## config.mk

```make
export PLATFORM = sky130hd
export DESIGN_NAME = ctm_timer
export DESIGN_NICKNAME = d
export VERILOG_FILES = /design/src/ctm_timer.v
export VERILOG_INCLUDE_DIRS = /design/src /design/src/src
export SDC_FILE = /design/constraint.sdc
export NUM_CORES = 1
export LEC_CHECK = 0
export ABC_AREA = 1
export ABC_CLOCK_PERIOD_IN_PS = 3440
export BUFFER_PORTS_ARGS = -buffer_cell sky130_fd_sc_hd__buf_4
export CORE_MARGIN = 1
export CORE_UTILIZATION = 61
export DETAILED_ROUTE_END_ITERATION = 16
export PLACE_DENSITY = 0.8
export SYNTH_ARGS = -nofsm -noshare
export SYNTH_HDL_FRONTEND = slang
export SYNTH_SLANG_ARGS = --single-unit
```

## constraint.sdc

```tcl
create_clock -name mclk_i -period 3.44 [get_ports mclk_i]
set_clock_uncertainty 0.2 [all_clocks]
set_input_delay 0.516 -clock mclk_i [delete_from_list [all_inputs] [get_ports mclk_i]]
set_output_delay 0.516 -clock mclk_i [all_outputs]
set_load 0.01 [all_outputs]
```

## src/ctm_regs.vh

```
// Register indices, field positions and timing constants of the timer.
// Assumes inclusion by the timer core only; definitions, no logic.
`ifndef CTM_REGS_VH
`define CTM_REGS_VH

// ---------------------------------------------------------------
// Register indices (chosen, documentation prints none)
// ---------------------------------------------------------------
`define CTM_IDX_CTRL_A 3'h0
`define CTM_IDX_CTRL_B 3'h1
`define CTM_IDX_CNT_LO 3'h2
`define CTM_IDX_CNT_HI 3'h3
`define CTM_IDX_CMP_LO 3'h4
`define CTM_IDX_CMP_HI 3'h5

// ---------------------------------------------------------------
// Control A fields
// ---------------------------------------------------------------
`define CTM_A_PAUSE 7
`define CTM_A_CKSEL_HI 6
`define CTM_A_CKSEL_LO 4
`define CTM_A_ON 3
`define CTM_A_PER_HI 2
`define CTM_A_PER_LO 0

// ---------------------------------------------------------------
// Control B fields
// ---------------------------------------------------------------
`define CTM_B_MODE_HI 7
`define CTM_B_MODE_LO 6
`define CTM_B_FUNC_HI 5
`define CTM_B_FUNC_LO 4
`define CTM_B_OC 3
`define CTM_B_POL 2
`define CTM_B_DPX 1
`define CTM_B_CCLR 0

// ---------------------------------------------------------------
// Reset values and encodings
// ---------------------------------------------------------------
`define CTM_RST_CTRL 8'h00
`define CTM_MODE_CMP 2'h0
`define CTM_MODE_PWM 2'h2
`define CTM_MODE_TC 2'h3
`define CTM_CK_SYS4 3'h0
`define CTM_CK_SYS 3'h1
`define CTM_CK_H16 3'h2
`define CTM_CK_H64 3'h3
`define CTM_CK_SUB0 3'h4
`define CTM_CK_SUB1 3'h5
`define CTM_CK_EXTR 3'h6
`define CTM_CK_EXTF 3'h7
`define CTM_FN_NONE 2'h0
`define CTM_FN_LOW 2'h1
`define CTM_FN_LOW2 2'h2
`define CTM_FN_TOG 2'h3
`define CTM_FN_PWM 2'h2

// ---------------------------------------------------------------
// Divider terminal counts
// ---------------------------------------------------------------
`define CTM_DIV4_LAST 6'h03
`define CTM_DIV16_LAST 6'h0F
`define CTM_DIV64_LAST 6'h3F

`endif

```

## src/ctm_timer.v

```verilog
// Compact 10-bit timer: counter, two comparators, output pins and
// the byte-wide register port with its low-byte holding buffer.
// Assumes one clock; high and sub clocks arrive as enable pulses.
`timescale 1ns/1ps
`include "ctm_regs.vh"

module ctm_timer #(
  parameter CNT_W = 10,                // Counter width
  parameter PER_W = 3                  // Period comparator width
) (
  input wire mclk_i,                   // System clock, 40 MHz
  input wire rst_n_i,                  // Async reset, active low
  input wire clk_h_en_i,               // High clock enable pulse
  input wire clk_sub_en_i,             // Sub clock enable pulse
  input wire ext_clk_i,                // External clock pin level
  input wire [2:0] reg_addr_i,         // Register index
  input wire reg_wr_i,                 // Write strobe, one cycle
  input wire reg_rd_i,                 // Read strobe, one cycle
  input wire [7:0] reg_wdata_i,        // Write data
  output reg [7:0] reg_rdata_o,        // Read data, next cycle
  output wire timer_out_o,             // Primary output pin
  output wire timer_out_n_o,           // Complementary output pin
  output reg match_a_o,                // Comparator A event pulse
  output reg match_p_o                 // Comparator P event pulse
);

  // ---------------------------------------------------------------
  // Reset release
  // ---------------------------------------------------------------
  reg [1:0] rst_sync_q;                // Two-stage release
  wire rst_n;                          // Internal reset copy

  // Release synchronised so all flops leave reset together
  always @(posedge mclk_i or negedge rst_n_i) begin
    if (!rst_n_i) begin
      rst_sync_q <= 2'h0;
    end else begin
      rst_sync_q <= {rst_sync_q[0], 1'b1};
    end
  end
  assign rst_n = rst_sync_q[1];

  // ---------------------------------------------------------------
  // Registers and fields
  // ---------------------------------------------------------------
  reg [7:0] ctrl_a_q;                  // Control A
  reg [7:0] ctrl_b_q;                  // Control B
  reg [CNT_W-1:0] cmp_a_q;             // Compare A value
  reg [7:0] hold_q;                    // Low-byte holding buffer
  reg [CNT_W-1:0] cnt_q;               // Core counter
  reg on_d1_q;                         // Previous on bit
  reg out_q;                           // Raw output level

  wire pause = ctrl_a_q[`CTM_A_PAUSE];
  wire [2:0] ck_sel = ctrl_a_q[`CTM_A_CKSEL_HI:`CTM_A_CKSEL_LO];
  wire timer_on = ctrl_a_q[`CTM_A_ON];
  wire [PER_W-1:0] period = ctrl_a_q[`CTM_A_PER_HI:`CTM_A_PER_LO];
  wire [1:0] mode = ctrl_b_q[`CTM_B_MODE_HI:`CTM_B_MODE_LO];
  wire [1:0] func = ctrl_b_q[`CTM_B_FUNC_HI:`CTM_B_FUNC_LO];
  wire oc = ctrl_b_q[`CTM_B_OC];
  wire pol = ctrl_b_q[`CTM_B_POL];
  wire dpx = ctrl_b_q[`CTM_B_DPX];
  wire cclr = ctrl_b_q[`CTM_B_CCLR];
  wire on_rise = timer_on & ~on_d1_q;  // Low-to-high of on bit

  // ---------------------------------------------------------------
  // Clock source selection
  // ---------------------------------------------------------------
  reg [5:0] div_sys_q;                 // System clock divider
  reg [5:0] div_h_q;                   // High clock divider
  reg [2:0] ext_q;                     // Sync stages plus history
  reg tick;                            // Selected count enable

  // Dividers produce one-cycle enables for the slow sources
  always @(posedge mclk_i or negedge rst_n) begin
    if (!rst_n) begin
      div_sys_q <= 6'h00;
      div_h_q <= 6'h00;
    end else begin
      if (div_sys_q == `CTM_DIV4_LAST) begin
        div_sys_q <= 6'h00;
      end else begin
        div_sys_q <= div_sys_q + 6'h01;
      end
      if (clk_h_en_i) begin
        div_h_q <= div_h_q + 6'h01;
      end
    end
  end

  // External pin: two flops, then one history flop for the edge
  always @(posedge mclk_i or negedge rst_n) begin
    if (!rst_n) begin
      ext_q <= 3'h0;
    end else begin
      ext_q <= {ext_q[1:0], ext_clk_i};
    end
  end

  // Pick the active edge; only ext_q[1] and ext_q[2] are looked at
  always @* begin
    case (ck_sel)
      `CTM_CK_SYS4: tick = (div_sys_q == `CTM_DIV4_LAST);
      `CTM_CK_SYS: tick = 1'b1;
      `CTM_CK_H16: tick = clk_h_en_i &
        ((div_h_q & `CTM_DIV16_LAST) == `CTM_DIV16_LAST);
      `CTM_CK_H64: tick = clk_h_en_i & (div_h_q == `CTM_DIV64_LAST);
      `CTM_CK_SUB0: tick = clk_sub_en_i;
      `CTM_CK_SUB1: tick = clk_sub_en_i;
      `CTM_CK_EXTR: tick = ext_q[1] & ~ext_q[2];
      `CTM_CK_EXTF: tick = ~ext_q[1] & ext_q[2];
      default: tick = 1'b0;
    endcase
  end

  // ---------------------------------------------------------------
  // Comparators
  // ---------------------------------------------------------------
  wire run = timer_on & ~pause & tick;
  wire is_pwm = (mode == `CTM_MODE_PWM);
  // P compares the top bits with period and the low bits with zero; zero period means full wrap
  wire p_eq = (cnt_q[CNT_W-1:CNT_W-PER_W] == period) &
    (cnt_q[CNT_W-PER_W-1:0] == {(CNT_W-PER_W){1'b0}});
  wire a_eq = (cnt_q == cmp_a_q);
  wire cnt_max = &cnt_q;               // Overflow point
  wire p_hit = run & (period != {PER_W{1'b0}}) &
    (cnt_q[CNT_W-1:CNT_W-PER_W] == period - {{(PER_W-1){1'b0}}, 1'b1}) &
    (&cnt_q[CNT_W-PER_W-1:0]);
  wire a_hit = run & (cnt_q + {{(CNT_W-1){1'b0}}, 1'b1} == cmp_a_q) &
    (cmp_a_q != {CNT_W{1'b0}});
  reg clr_now;                         // Counter clears this tick

  // Clear source: P or overflow, or A; in PWM the period owner
  always @* begin
    if (is_pwm) begin
      clr_now = dpx ? a_hit : (p_hit | (run & cnt_max));
    end else if (cclr) begin
      clr_now = a_hit;
    end else begin
      clr_now = p_hit | (run & cnt_max);
    end
  end

  // Counter: software only clears it via the on-bit rise
  always @(posedge mclk_i or negedge rst_n) begin
    if (!rst_n) begin
      cnt_q <= {CNT_W{1'b0}};
      on_d1_q <= 1'b0;
    end else begin
      on_d1_q <= timer_on;
      if (on_rise) begin
        cnt_q <= {CNT_W{1'b0}};
      end else if (clr_now) begin
        cnt_q <= {CNT_W{1'b0}};
      end else if (run) begin
        cnt_q <= cnt_q + {{(CNT_W-1){1'b0}}, 1'b1};
      end
    end
  end

  // Event pulses, one cycle per match; no P event when cclr has A clear outside PWM
  always @(posedge mclk_i or negedge rst_n) begin
    if (!rst_n) begin
      match_a_o <= 1'b0;
      match_p_o <= 1'b0;
    end else begin
      match_a_o <= a_hit;
      // Period zero: the overflow wrap stands in for the P event
      match_p_o <= (p_hit | (run & cnt_max &
        (period == {PER_W{1'b0}}))) & (is_pwm | ~cclr);
    end
  end

  // ---------------------------------------------------------------
  // Output logic
  // ---------------------------------------------------------------
  // PWM duty compare: active while below the duty owner's value
  wire [CNT_W-1:0] duty_val = dpx ?
    {period, {(CNT_W-PER_W){1'b0}}} : cmp_a_q;
  wire pwm_act = (cnt_q < duty_val);
  reg pin_raw;                         // Level before polarity

  // Compare mode acts on A only; level requests may be no-ops
  always @(posedge mclk_i or negedge rst_n) begin
    if (!rst_n) begin
      out_q <= 1'b0;
    end else if (on_rise) begin
      out_q <= oc;
    end else if (mode == `CTM_MODE_CMP && a_hit) begin
      case (func)
        `CTM_FN_NONE: out_q <= out_q;
        `CTM_FN_LOW: out_q <= 1'b0;
        `CTM_FN_LOW2: out_q <= 1'b0;
        `CTM_FN_TOG: out_q <= ~out_q;
        default: out_q <= out_q;
      endcase
    end
  end

  // Mode chooses the source; timer mode parks the pin low
  always @* begin
    case (mode)
      `CTM_MODE_CMP: pin_raw = out_q;
      `CTM_MODE_PWM: begin
        case (func)
          `CTM_FN_NONE: pin_raw = ~oc;
          `CTM_FN_LOW: pin_raw = oc;
          `CTM_FN_PWM: pin_raw = timer_on & pwm_act ? oc : ~oc;
          default: pin_raw = ~oc;
        endcase
      end
      default: pin_raw = 1'b0;
    endcase
  end

  // Polarity ignored in timer mode, where the pin is unused
  wire pin_pol = (mode == `CTM_MODE_TC) ? 1'b0 : pin_raw ^ pol;
  assign timer_out_o = pin_pol;
  assign timer_out_n_o = ~pin_pol;

  // ---------------------------------------------------------------
  // Register port
  // ---------------------------------------------------------------
  // Writes; the holding buffer is shared by both byte pairs
  always @(posedge mclk_i or negedge rst_n) begin
    if (!rst_n) begin
      ctrl_a_q <= `CTM_RST_CTRL;
      ctrl_b_q <= `CTM_RST_CTRL;
      cmp_a_q <= {CNT_W{1'b0}};
      hold_q <= 8'h00;
    end else if (reg_wr_i) begin
      case (reg_addr_i)
        `CTM_IDX_CTRL_A: ctrl_a_q <= reg_wdata_i;
        `CTM_IDX_CTRL_B: ctrl_b_q <= reg_wdata_i;
        `CTM_IDX_CMP_LO: hold_q <= reg_wdata_i;
        `CTM_IDX_CMP_HI: cmp_a_q <=
          {reg_wdata_i[CNT_W-9:0], hold_q};
        default: hold_q <= hold_q;     // Counter is read-only
      endcase
    end else if (reg_rd_i) begin
      case (reg_addr_i)
        `CTM_IDX_CNT_HI: hold_q <= cnt_q[7:0];
        `CTM_IDX_CMP_HI: hold_q <= cmp_a_q[7:0];
        default: hold_q <= hold_q;
      endcase
    end
  end

  // Read data; low bytes come from the buffer, unused bits zero
  always @(posedge mclk_i or negedge rst_n) begin
    if (!rst_n) begin
      reg_rdata_o <= 8'h00;
    end else if (reg_rd_i) begin
      case (reg_addr_i)
        `CTM_IDX_CTRL_A: reg_rdata_o <= ctrl_a_q;
        `CTM_IDX_CTRL_B: reg_rdata_o <= ctrl_b_q;
        `CTM_IDX_CNT_LO: reg_rdata_o <= hold_q;
        `CTM_IDX_CNT_HI: reg_rdata_o <=
          {{(16-CNT_W){1'b0}}, cnt_q[CNT_W-1:8]};
        `CTM_IDX_CMP_LO: reg_rdata_o <= hold_q;
        `CTM_IDX_CMP_HI: reg_rdata_o <=
          {{(16-CNT_W){1'b0}}, cmp_a_q[CNT_W-1:8]};
        default: reg_rdata_o <= 8'h00;
      endcase
    end
  end

endmodule

```

# ---- Word level (Yosys, flattened, before mapping)
# Cells that the tools add are included.
dict set report word_totals {
  regBits 73
  in_bits 18
  output_inout_bits 12
}
dict set report classes {
  n_addsub 4
  n_lt_le_gt_ge 1
  n_eq_ne 24
  muxes 21
  bitwise_logic 28
  reduce_logical 22
}
# operator count
set op_table {}
lappend op_table {{two-way mux 10 bit} 4}
lappend op_table {{one-hot mux 8 bit (5 select lines)} 1}
lappend op_table {{two-way mux 8 bit} 3}
lappend op_table {{== test 3 bit (second input constant)} 6}
lappend op_table {{AND 1 bit} 16}
lappend op_table {{one-hot mux 8 bit (2 select lines)} 1}
lappend op_table {{adder 6 x 1 -> 6 bit (second input constant)} 2}
lappend op_table {{== test 3 x 2 -> 1 bit (second input constant)} 4}
lappend op_table {{adder 10 x 1 -> 10 bit (second input constant)} 1}
lappend op_table {{== test 10 bit} 1}
lappend op_table {{less-than comparator 10 bit} 1}
lappend op_table {{AND reduction 10 bit} 1}
lappend op_table {{nonzero test 10 bit} 1}
lappend op_table {{logical NOT 3 bit} 3}
lappend op_table {{nonzero test 3 bit} 3}
lappend op_table {{== test 2 bit (second input constant)} 4}
lappend op_table {{NOT 1 bit} 8}
lappend op_table {{AND reduction 2 bit} 4}
lappend op_table {{two-way mux 1 bit} 7}
lappend op_table {{one-hot mux 1 bit (7 select lines)} 1}
lappend op_table {{AND reduction 7 bit} 1}
lappend op_table {{== test 3 x 1 -> 1 bit (second input constant)} 2}
lappend op_table {{== test 6 x 2 -> 1 bit (second input constant)} 1}
lappend op_table {{== test 6 bit (second input constant)} 1}
lappend op_table {{other kinds (15)} 23}

# ---- Depth between registers and ports, before layout
# Gate-level depths: netlist (run 1).
dict set report logic_depth {
  depth_word 12
  ltp_mapped 18
}

# ---- Least setup slack after synthesis (run 1)
# OpenSTA, ideal clock, no wires.
dict set report synth_path {
  path_kind {register -> output}
  startpoint {reg ctrl_b_q[1]}
  endpoint {out timer_out_o}
  t_arrival_ps 1832
  slack_ps 892
  stages_incl_launch_ff 17
  cell_sequence {dfrtp_1 -> inv_2 -> nand2_1 -> ha_1 -> nand2_1 -> inv_1 -> nand2_1 -> nand2_1 -> a21oi_1 -> nand4_1 -> nand3_1 -> nand2_1 -> nand2_1 -> nand2_1 -> nand2_1 -> inv_1 -> nor2_1}
}
dict set report synth_between {
  elab_chain_len 8
}
# item line
set synth_lines {}
lappend synth_lines {{from (decl)} ctm_timer.v:47} ;# reg [7:0] ctrl_b_q;
lappend synth_lines {{from (signal assigned)} ctm_timer.v:228} ;# ctrl_b_q <= `CTM_RST_CTRL;
lappend synth_lines {{from (signal assigned)} ctm_timer.v:234} ;# `CTM_IDX_CTRL_B: ctrl_b_q <= reg_wdata_i;
lappend synth_lines {{two-way mux 10 bit} ctm_timer.v:178} ;# wire [CNT_W-1:0] duty_val = dpx ?
lappend synth_lines {{less-than comparator 10 bit} ctm_timer.v:180} ;# wire pwm_act = (cnt_q < duty_val);
lappend synth_lines {{AND 1 bit} ctm_timer.v:208} ;# `CTM_FN_PWM: pin_raw = timer_on & pwm_act ? oc : ~oc;
lappend synth_lines {{two-way mux 1 bit} ctm_timer.v:208}
lappend synth_lines {{one-hot mux 1 bit (2 select lines)} ctm_timer.v:205} ;# case (func)
lappend synth_lines {{one-hot mux 1 bit (2 select lines)} ctm_timer.v:202} ;# case (mode)
lappend synth_lines {{bitwise XOR 1 bit} ctm_timer.v:217} ;# wire pin_pol = (mode == `CTM_MODE_TC) ? 1'b0 : pin_raw ^ pol;
lappend synth_lines {{two-way mux 1 bit} ctm_timer.v:217}
lappend synth_lines {{to (decl)} ctm_timer.v:21} ;# output wire timer_out_o,
# No other way between the ends.

# ---- Worst setup path in the final report (run 1)
# Ends and elaborated chain as after synthesis.

==> out/results.ini, run 1 <==
[logic_synthesis]
synthTopCellsByArea = dfrtp_1, nand2_1, inv_1
yosysWarnings = 0
synthAdderAreaFrac = 0.0522
syn-instance-count = 573
synth_top_area_share = 0.423
synthMuxAreaShare = 0.00261
synth_edf_count = 0
synth_top_family_by_area = simple AND/OR/NAND/NOR gates
syn_area_um2 = 4320
syn_avg_cell_area_um2 = 7.53
synth-seq-area-share = 0.423
asyncSetResetFlopFracSynth = 1.00
synth_commonest_cells = nand2_1, inv_1, dfrtp_1
synth_xor_area_frac = 0.0203
synth-simple-area-share = 0.288
synth-seq-cells = 73
ys.flop_type = dfrtp_1
synth_compound_area_frac = 0.125
yosys.area.top_type = dfrtp_1
yosysUniqueCellTypes = 39
syn-num-nets = 609
yosysMostFrequentCell = nand2_1

[route]
first_pass_iters = 6
num_vias = 3939
drcViolationCount = 0
routedWlPerCell_um = 14.7
drt_iter0_drc = 345
wl_um = 10400
drtAntennaViolNets = 0
via_per_inst = 5.57

[critical_path]
cp.arrival_ns = 2.50
cpMostUsedCell = nand2_1
cp-end-kind = primary output
crit_type = reg2out
cp.buffers_inverters = 4
slowest_stage = dfrtp_2
reg2reg_depth = 14
r2r-end = cnt_q[0]
required_ns = 2.72
r2r_setup_slack_ns = 0.87
crit_chain = inv_4, nand2_1, ha_1, nand2_1, inv_1, nand2_1, nand2_1, a21oi_1, nand4_1, nand3_1, nand2_1, nand2_1, nand2_1, nand2_1, inv_1, nor2_1, buf_4
critPathMaxFanout = 9
cp-start-kind = flop
path_delay_family = simple AND/OR/NAND/NOR gates
critPathMaxStageDelay_ns = 0.48
r2r_start = cnt_q[0]

[timing]
drv_slew = 0
fin_crit_sh = 0.934
slew_headroom = 0.581
finalSetupViolations = 0
fin_crit_ns = 3.21
max_freq_mhz = 311
worstMarginPinSlew_ns = 0.626
hold_viol_final = 0

[cells_and_area]
stdcell_area_um2 = 4860
antennaDiodeCount = 0
drive_gt1_frac = 0.131
fin_util = 0.711
syn2layout_area_growth_pct = 12.5
nNetsFinal = 642

[cts]
cts_sinks = 73
cts_tree = yes
cts_buffer_depth = 2
cts_setup_buffers = 0
clk_pin_slew_ns = 0.09
clk_latency_ns = 0.37
cts-htree-levels = 3
cts_buffers = 9
root_buffer = clkbuf_8

[grt]
antenna_found_initial = 0
grt_usage = 0.312
grt_max_degree = 47
grt.overflow.total = 0
grt_pass1_vias = 3680
grt_pass1_wl_um = 17700

[place]
portBuffers = 29
place_area_um2 = 4630
gp_congestion = 0.891
dp.final_hpwl_um = 7680

[flow_run]
max_cap_violations = 0

[die]
core_um2 = 6830
start_util = 0.632
die_x_um = 86.1
die-height_um = 86.1
die_area_um2 = 7420
boundaryPins = 30
rows = 30

[min_path]
hp-start = ext_clk_i
hold_depth = 1
hp-class = in2reg
whs_endpoint = ext_q[0]

[power_and_ir_drop]
irDropWorstVdd_v = 0.000395
leakage_uw = 0.00248
power.density_nw_per_um2 = 536

[status]
status = complete, no violations

## repair_timing
| item | CTS | global route |
|---|---|---|
| setup endpoints to repair | 0 | 2 |
| hold buffers | 1 | 0 |
| hold endpoints to repair | 2 | 0 |
| gates resized for setup | 0 | 2 |
## worst max-delay path by stage
stage / endpoint / start / cells after the start
after floorplan: timer_out_o / ctrl_b_q[1] / 16
after global placement: timer_out_o / ctrl_b_q[1] / 17
after detailed placement: timer_out_o / ctrl_b_q[1] / 17
after CTS: timer_out_o / ctrl_b_q[1] / 17
after global routing: timer_out_o / ctrl_b_q[1] / 17
final: timer_out_o / ctrl_b_q[1] / 17
## registers in the layout, indices dropped and copies added, names as in the netlist
name / flops
div_sys_q: 6
match_p_o: 1
cmp_a_q: 10
rst_sync_q: 2
ctrl_b_q: 8
ctrl_a_q: 8
match_a_o: 1
reg_rdata_o: 8
ext_q: 3
out_q: 1
hold_q: 8
cnt_q: 10
div_h_q: 6
on_d1_q: 1
## power by group
part	internal (uW)	switching (uW)
Sequential	1010	164
Combinational	268	411
Clock	360	394
Total	1630	968
## placed cells by master, fill, tap and decap left out, types with 4 or more instances in the layout
master    Yosys  layout
ha_1         18      18
xor2_1        6       6
o21ai_1       5       5
nor2_1       33      33
nand2_2       7       7
nor2_2        5       5
o22ai_1       5       5
clkbuf_8      0       9
nand3_1      33      33
nand4_1      17      17
inv_2         5       4
a21oi_1      15      15
inv_1        80      80
xnor2_1       4       4
nand2_1     168     168
o211ai_1      8       8
o21ai_0      56      56
buf_4         3      32
dfrtp_1      73      71
inv_8         0       4
## layer usage
layer / vias up / share of wire / GRT usage / wire length, um
met5: - / 0 / 0 / 0
met4: 0 / 0.026 / 0.144 / 266
met3: 24 / 0.059 / 0.0395 / 617
met2: 155 / 0.46 / 0.483 / 4800
met1: 1856 / 0.45 / 0.439 / 4730
li1: 1904 / - / - / -
## logic make-up (layout without fill, tap and decap cells)
family	count (synthesis)	in the layout
muxes	1	1
DFF	73	73
and+or+nand+nor	277	277
xor gates and xnor gates	10	10
other	1	1
buffers and inverters	98	136
adders and majority gates	18	18
AOI/OAI and AO/OA	95	95
## through the flow
step / total power (uW) / setup slack (ns) / TNS (ns) / cells / hold slack, ns
3_3_place_gp: 1810 / 0.703 / 0 / 690 / 0.0747
3_5_place_dp: 1850 / 0.598 / 0 / 690 / 0.0842
5_1_grt: 2770 / -0.00522 / -0.00522 / 707 / 0.0391
4_1_cts: 2600 / 0.167 / 0 / 707 / 0.0445
6_report: 2600 / 0.227 / 0 / 707 / 0.0501
2_1_floorplan: 1640 / 0.892 / 0 / 573 / 0.0204
## final cells by class
cell class              instances  area (um2)
clock buffers                   9         124
clock inverters                 7        92.6
fillers                       555        1980
inverters                      87         329
multi-input cells             402        2110
flip-flops and latches         73        1830
well taps                      96         120
repair buffers                 33         250
No activity file was read; power rests on OpenSTA's default activity.
==> inputs of run 2 (changes only) <==
- CELL_PAD_IN_SITES_DETAIL_PLACEMENT: not set -> 1
- CELL_PAD_IN_SITES_GLOBAL_PLACEMENT: not set -> 2
- CORE_UTILIZATION: 61 -> 36
- PLACE_DENSITY: 0.8 -> 0.81
==> out/results.ini, run 2 (synthesized netlist as in run 1, its figures left out) <==
[grt]
grt_pass1_vias = 4048  ; was 3680
grt_usage = 0.219  ; was 0.312
grt.overflow.total = 0  ; unchanged
grt_max_degree = 47  ; unchanged
grt_pass1_wl_um = 21100  ; was 17700 um
antenna_found_initial = 0  ; unchanged

[cts]
cts-htree-levels = 3  ; unchanged
cts_buffers = 9  ; unchanged
clk_pin_slew_ns = 0.06  ; was 0.09 ns
cts_sinks = 73  ; unchanged
cts_tree = yes  ; unchanged
clk_latency_ns = 0.34  ; was 0.37 ns
cts_buffer_depth = 2  ; unchanged
root_buffer = clkbuf_16  ; was clkbuf_8

[place]
dp.cells = 740  ; was 690
portBuffers = 29  ; unchanged
dp.final_hpwl_um = 9690  ; was 7680 um
gp_congestion = 0.866  ; was 0.891
place_area_um2 = 4710  ; was 4630 um2

[route]
first_pass_iters = 10  ; was 6
wl_um = 12500  ; was 10400 um
num_vias = 3850  ; was 3939
via_per_inst = 5.08  ; was 5.57
drtAntennaViolNets = 0  ; unchanged
drcViolationCount = 6  ; was 0
drt_iter0_drc = 127  ; was 345
routedWlPerCell_um = 16.5  ; was 14.7 um

[die]
die_area_um2 = 12400  ; was 7420 um2
start_util = 0.373  ; was 0.632
die_x_um = 112  ; was 86.1 um
die-height_um = 112  ; was 86.1 um
boundaryPins = 30  ; unchanged
rows = 39  ; was 30
core_um2 = 11600  ; was 6830 um2

[timing]
worstMarginPinSlew_ns = 0.716  ; was 0.626 ns
rsz0062_at_grt = no
fin_crit_sh = 0.911  ; was 0.934
finalSetupViolations = 0  ; unchanged
tns_ns = 0  ; unchanged
max_freq_mhz = 319  ; was 311 MHz
slew_headroom = 0.519  ; was 0.581
hold_viol_final = 0  ; unchanged
fin_crit_ns = 3.14  ; was 3.21 ns
drv_slew = 0  ; unchanged

[critical_path]
critPathMaxFanout = 8  ; was 9
cp-end-kind = primary output  ; unchanged
cp.arrival_ns = 2.42  ; was 2.50 ns
crit_type = reg2out  ; unchanged
cp-start-kind = flop  ; unchanged
reg2reg_depth = 12  ; was 14
required_ns = 2.72  ; about the same

[cells_and_area]
top_regs = cmp_a_q: 10 flops, cnt_q: 10 flops  ; unchanged
most-common-layout-cells = nand2_1, inv_1, dfrtp_1  ; unchanged
stdcell_area_um2 = 5080  ; was 4860 um2
syn2layout_area_growth_pct = 17.7  ; was 12.5%
fin_cells = 758  ; was 707
antennaDiodeCount = 0  ; unchanged
nNetsFinal = 646  ; was 642
drive_gt1_frac = 0.138  ; was 0.131
mostFrequentLayoutCell = nand2_1  ; unchanged

[power_and_ir_drop]
leakage_uw = 0.00256  ; was 0.00248 uW
irDropWorstVdd_v = 0.000277  ; was 0.000395 V
power.density_nw_per_um2 = 589  ; was 536 nW/um2

[min_path]
hp-class = reg2async  ; was in2reg

[flow_run]
max_cap_violations = 0  ; unchanged

[status]
status = finished with violations  ; was complete, no violations
violations = design-rule violations

==> run 2: worst max-delay path, stage by stage, from the launching register on <==
cell     delay (ns)
dfrtp_2        0.46
nand2_1        0.08
o21ai_0        0.09
ha_1           0.30
nand2_1        0.11
inv_1          0.05
nand2_1        0.06
nand3_1        0.08
a21oi_2        0.16
nand4_1        0.10
nand3_1        0.09
nand2_1        0.05
nand2_1        0.08
nand2_1        0.05
nand2_1        0.07
inv_1          0.04
nor2_1         0.10
buf_4          0.12
==> run 2: cell type report <==
class / count / area, um2
Timing Repair Buffer: 37 / 280
Tap cell: 143 / 179
Multi-Input combinational cell: 402 / 2120
Sequential cell: 73 / 1830
Clock buffer: 10 / 229
Fill cell: 1425 / 6480
Clock inverter: 6 / 116
Inverter: 87 / 332
==> run 2: path summary, 6_finish.rpt <==
check | from | to | slack, ns
worst max-delay path | ctrl_b_q[1] | timer_out_o | 0.30
worst min-delay path | rst_sync_q[1] | div_h_q[3] | 0.08
worst max register to register | cnt_q[0] | cnt_q[3] | 0.77
worst min register to register | rst_sync_q[1] | div_h_q[3] | 0.08
max in group asynchronous | rst_sync_q[1] | ctrl_b_q[1] | 2.41
min in group mclk_i | ext_clk_i | ext_q[0] | 0.08
==> run 2: report_power, final <==
| group | total (uW) | switching, uW | internal, uW |
|---|---|---|---|
| Sequential | 1170 | 167 | 1010 |
| Clock | 1110 | 391 | 714 |
| Combinational | 711 | 437 | 275 |
==> run 2: stage by stage <==
step	utilization	power [uW]	setup slack [ns]	hold WS [ns]
2_1_floorplan	-	1640	0.892	0.0204
3_3_place_gp	0.407	1860	0.596	0.0681
3_5_place_dp	0.407	1900	0.521	0.0843
4_1_cts	0.438	3020	0.0979	0.0708
5_1_grt	0.439	3180	0.00861	0.0745
6_report	0.439	2990	0.305	0.0799
==> run 2: timing repair <==
item                       CTS  global route
hold endpoints to repair     2             0
setup endpoints to repair    0             2
resized for setup            0             5
setup buffers                0             1
hold buffers                 1             0
==> run 2: routing by layer <==
metal	track usage	vias to the layer above	wire [um]
li1	-	1919	-
met2	0.360	41	6000
met1	0.294	1876	5900
met4	0.0784	0	192
met3	0.0299	14	400
met5	0	-	0
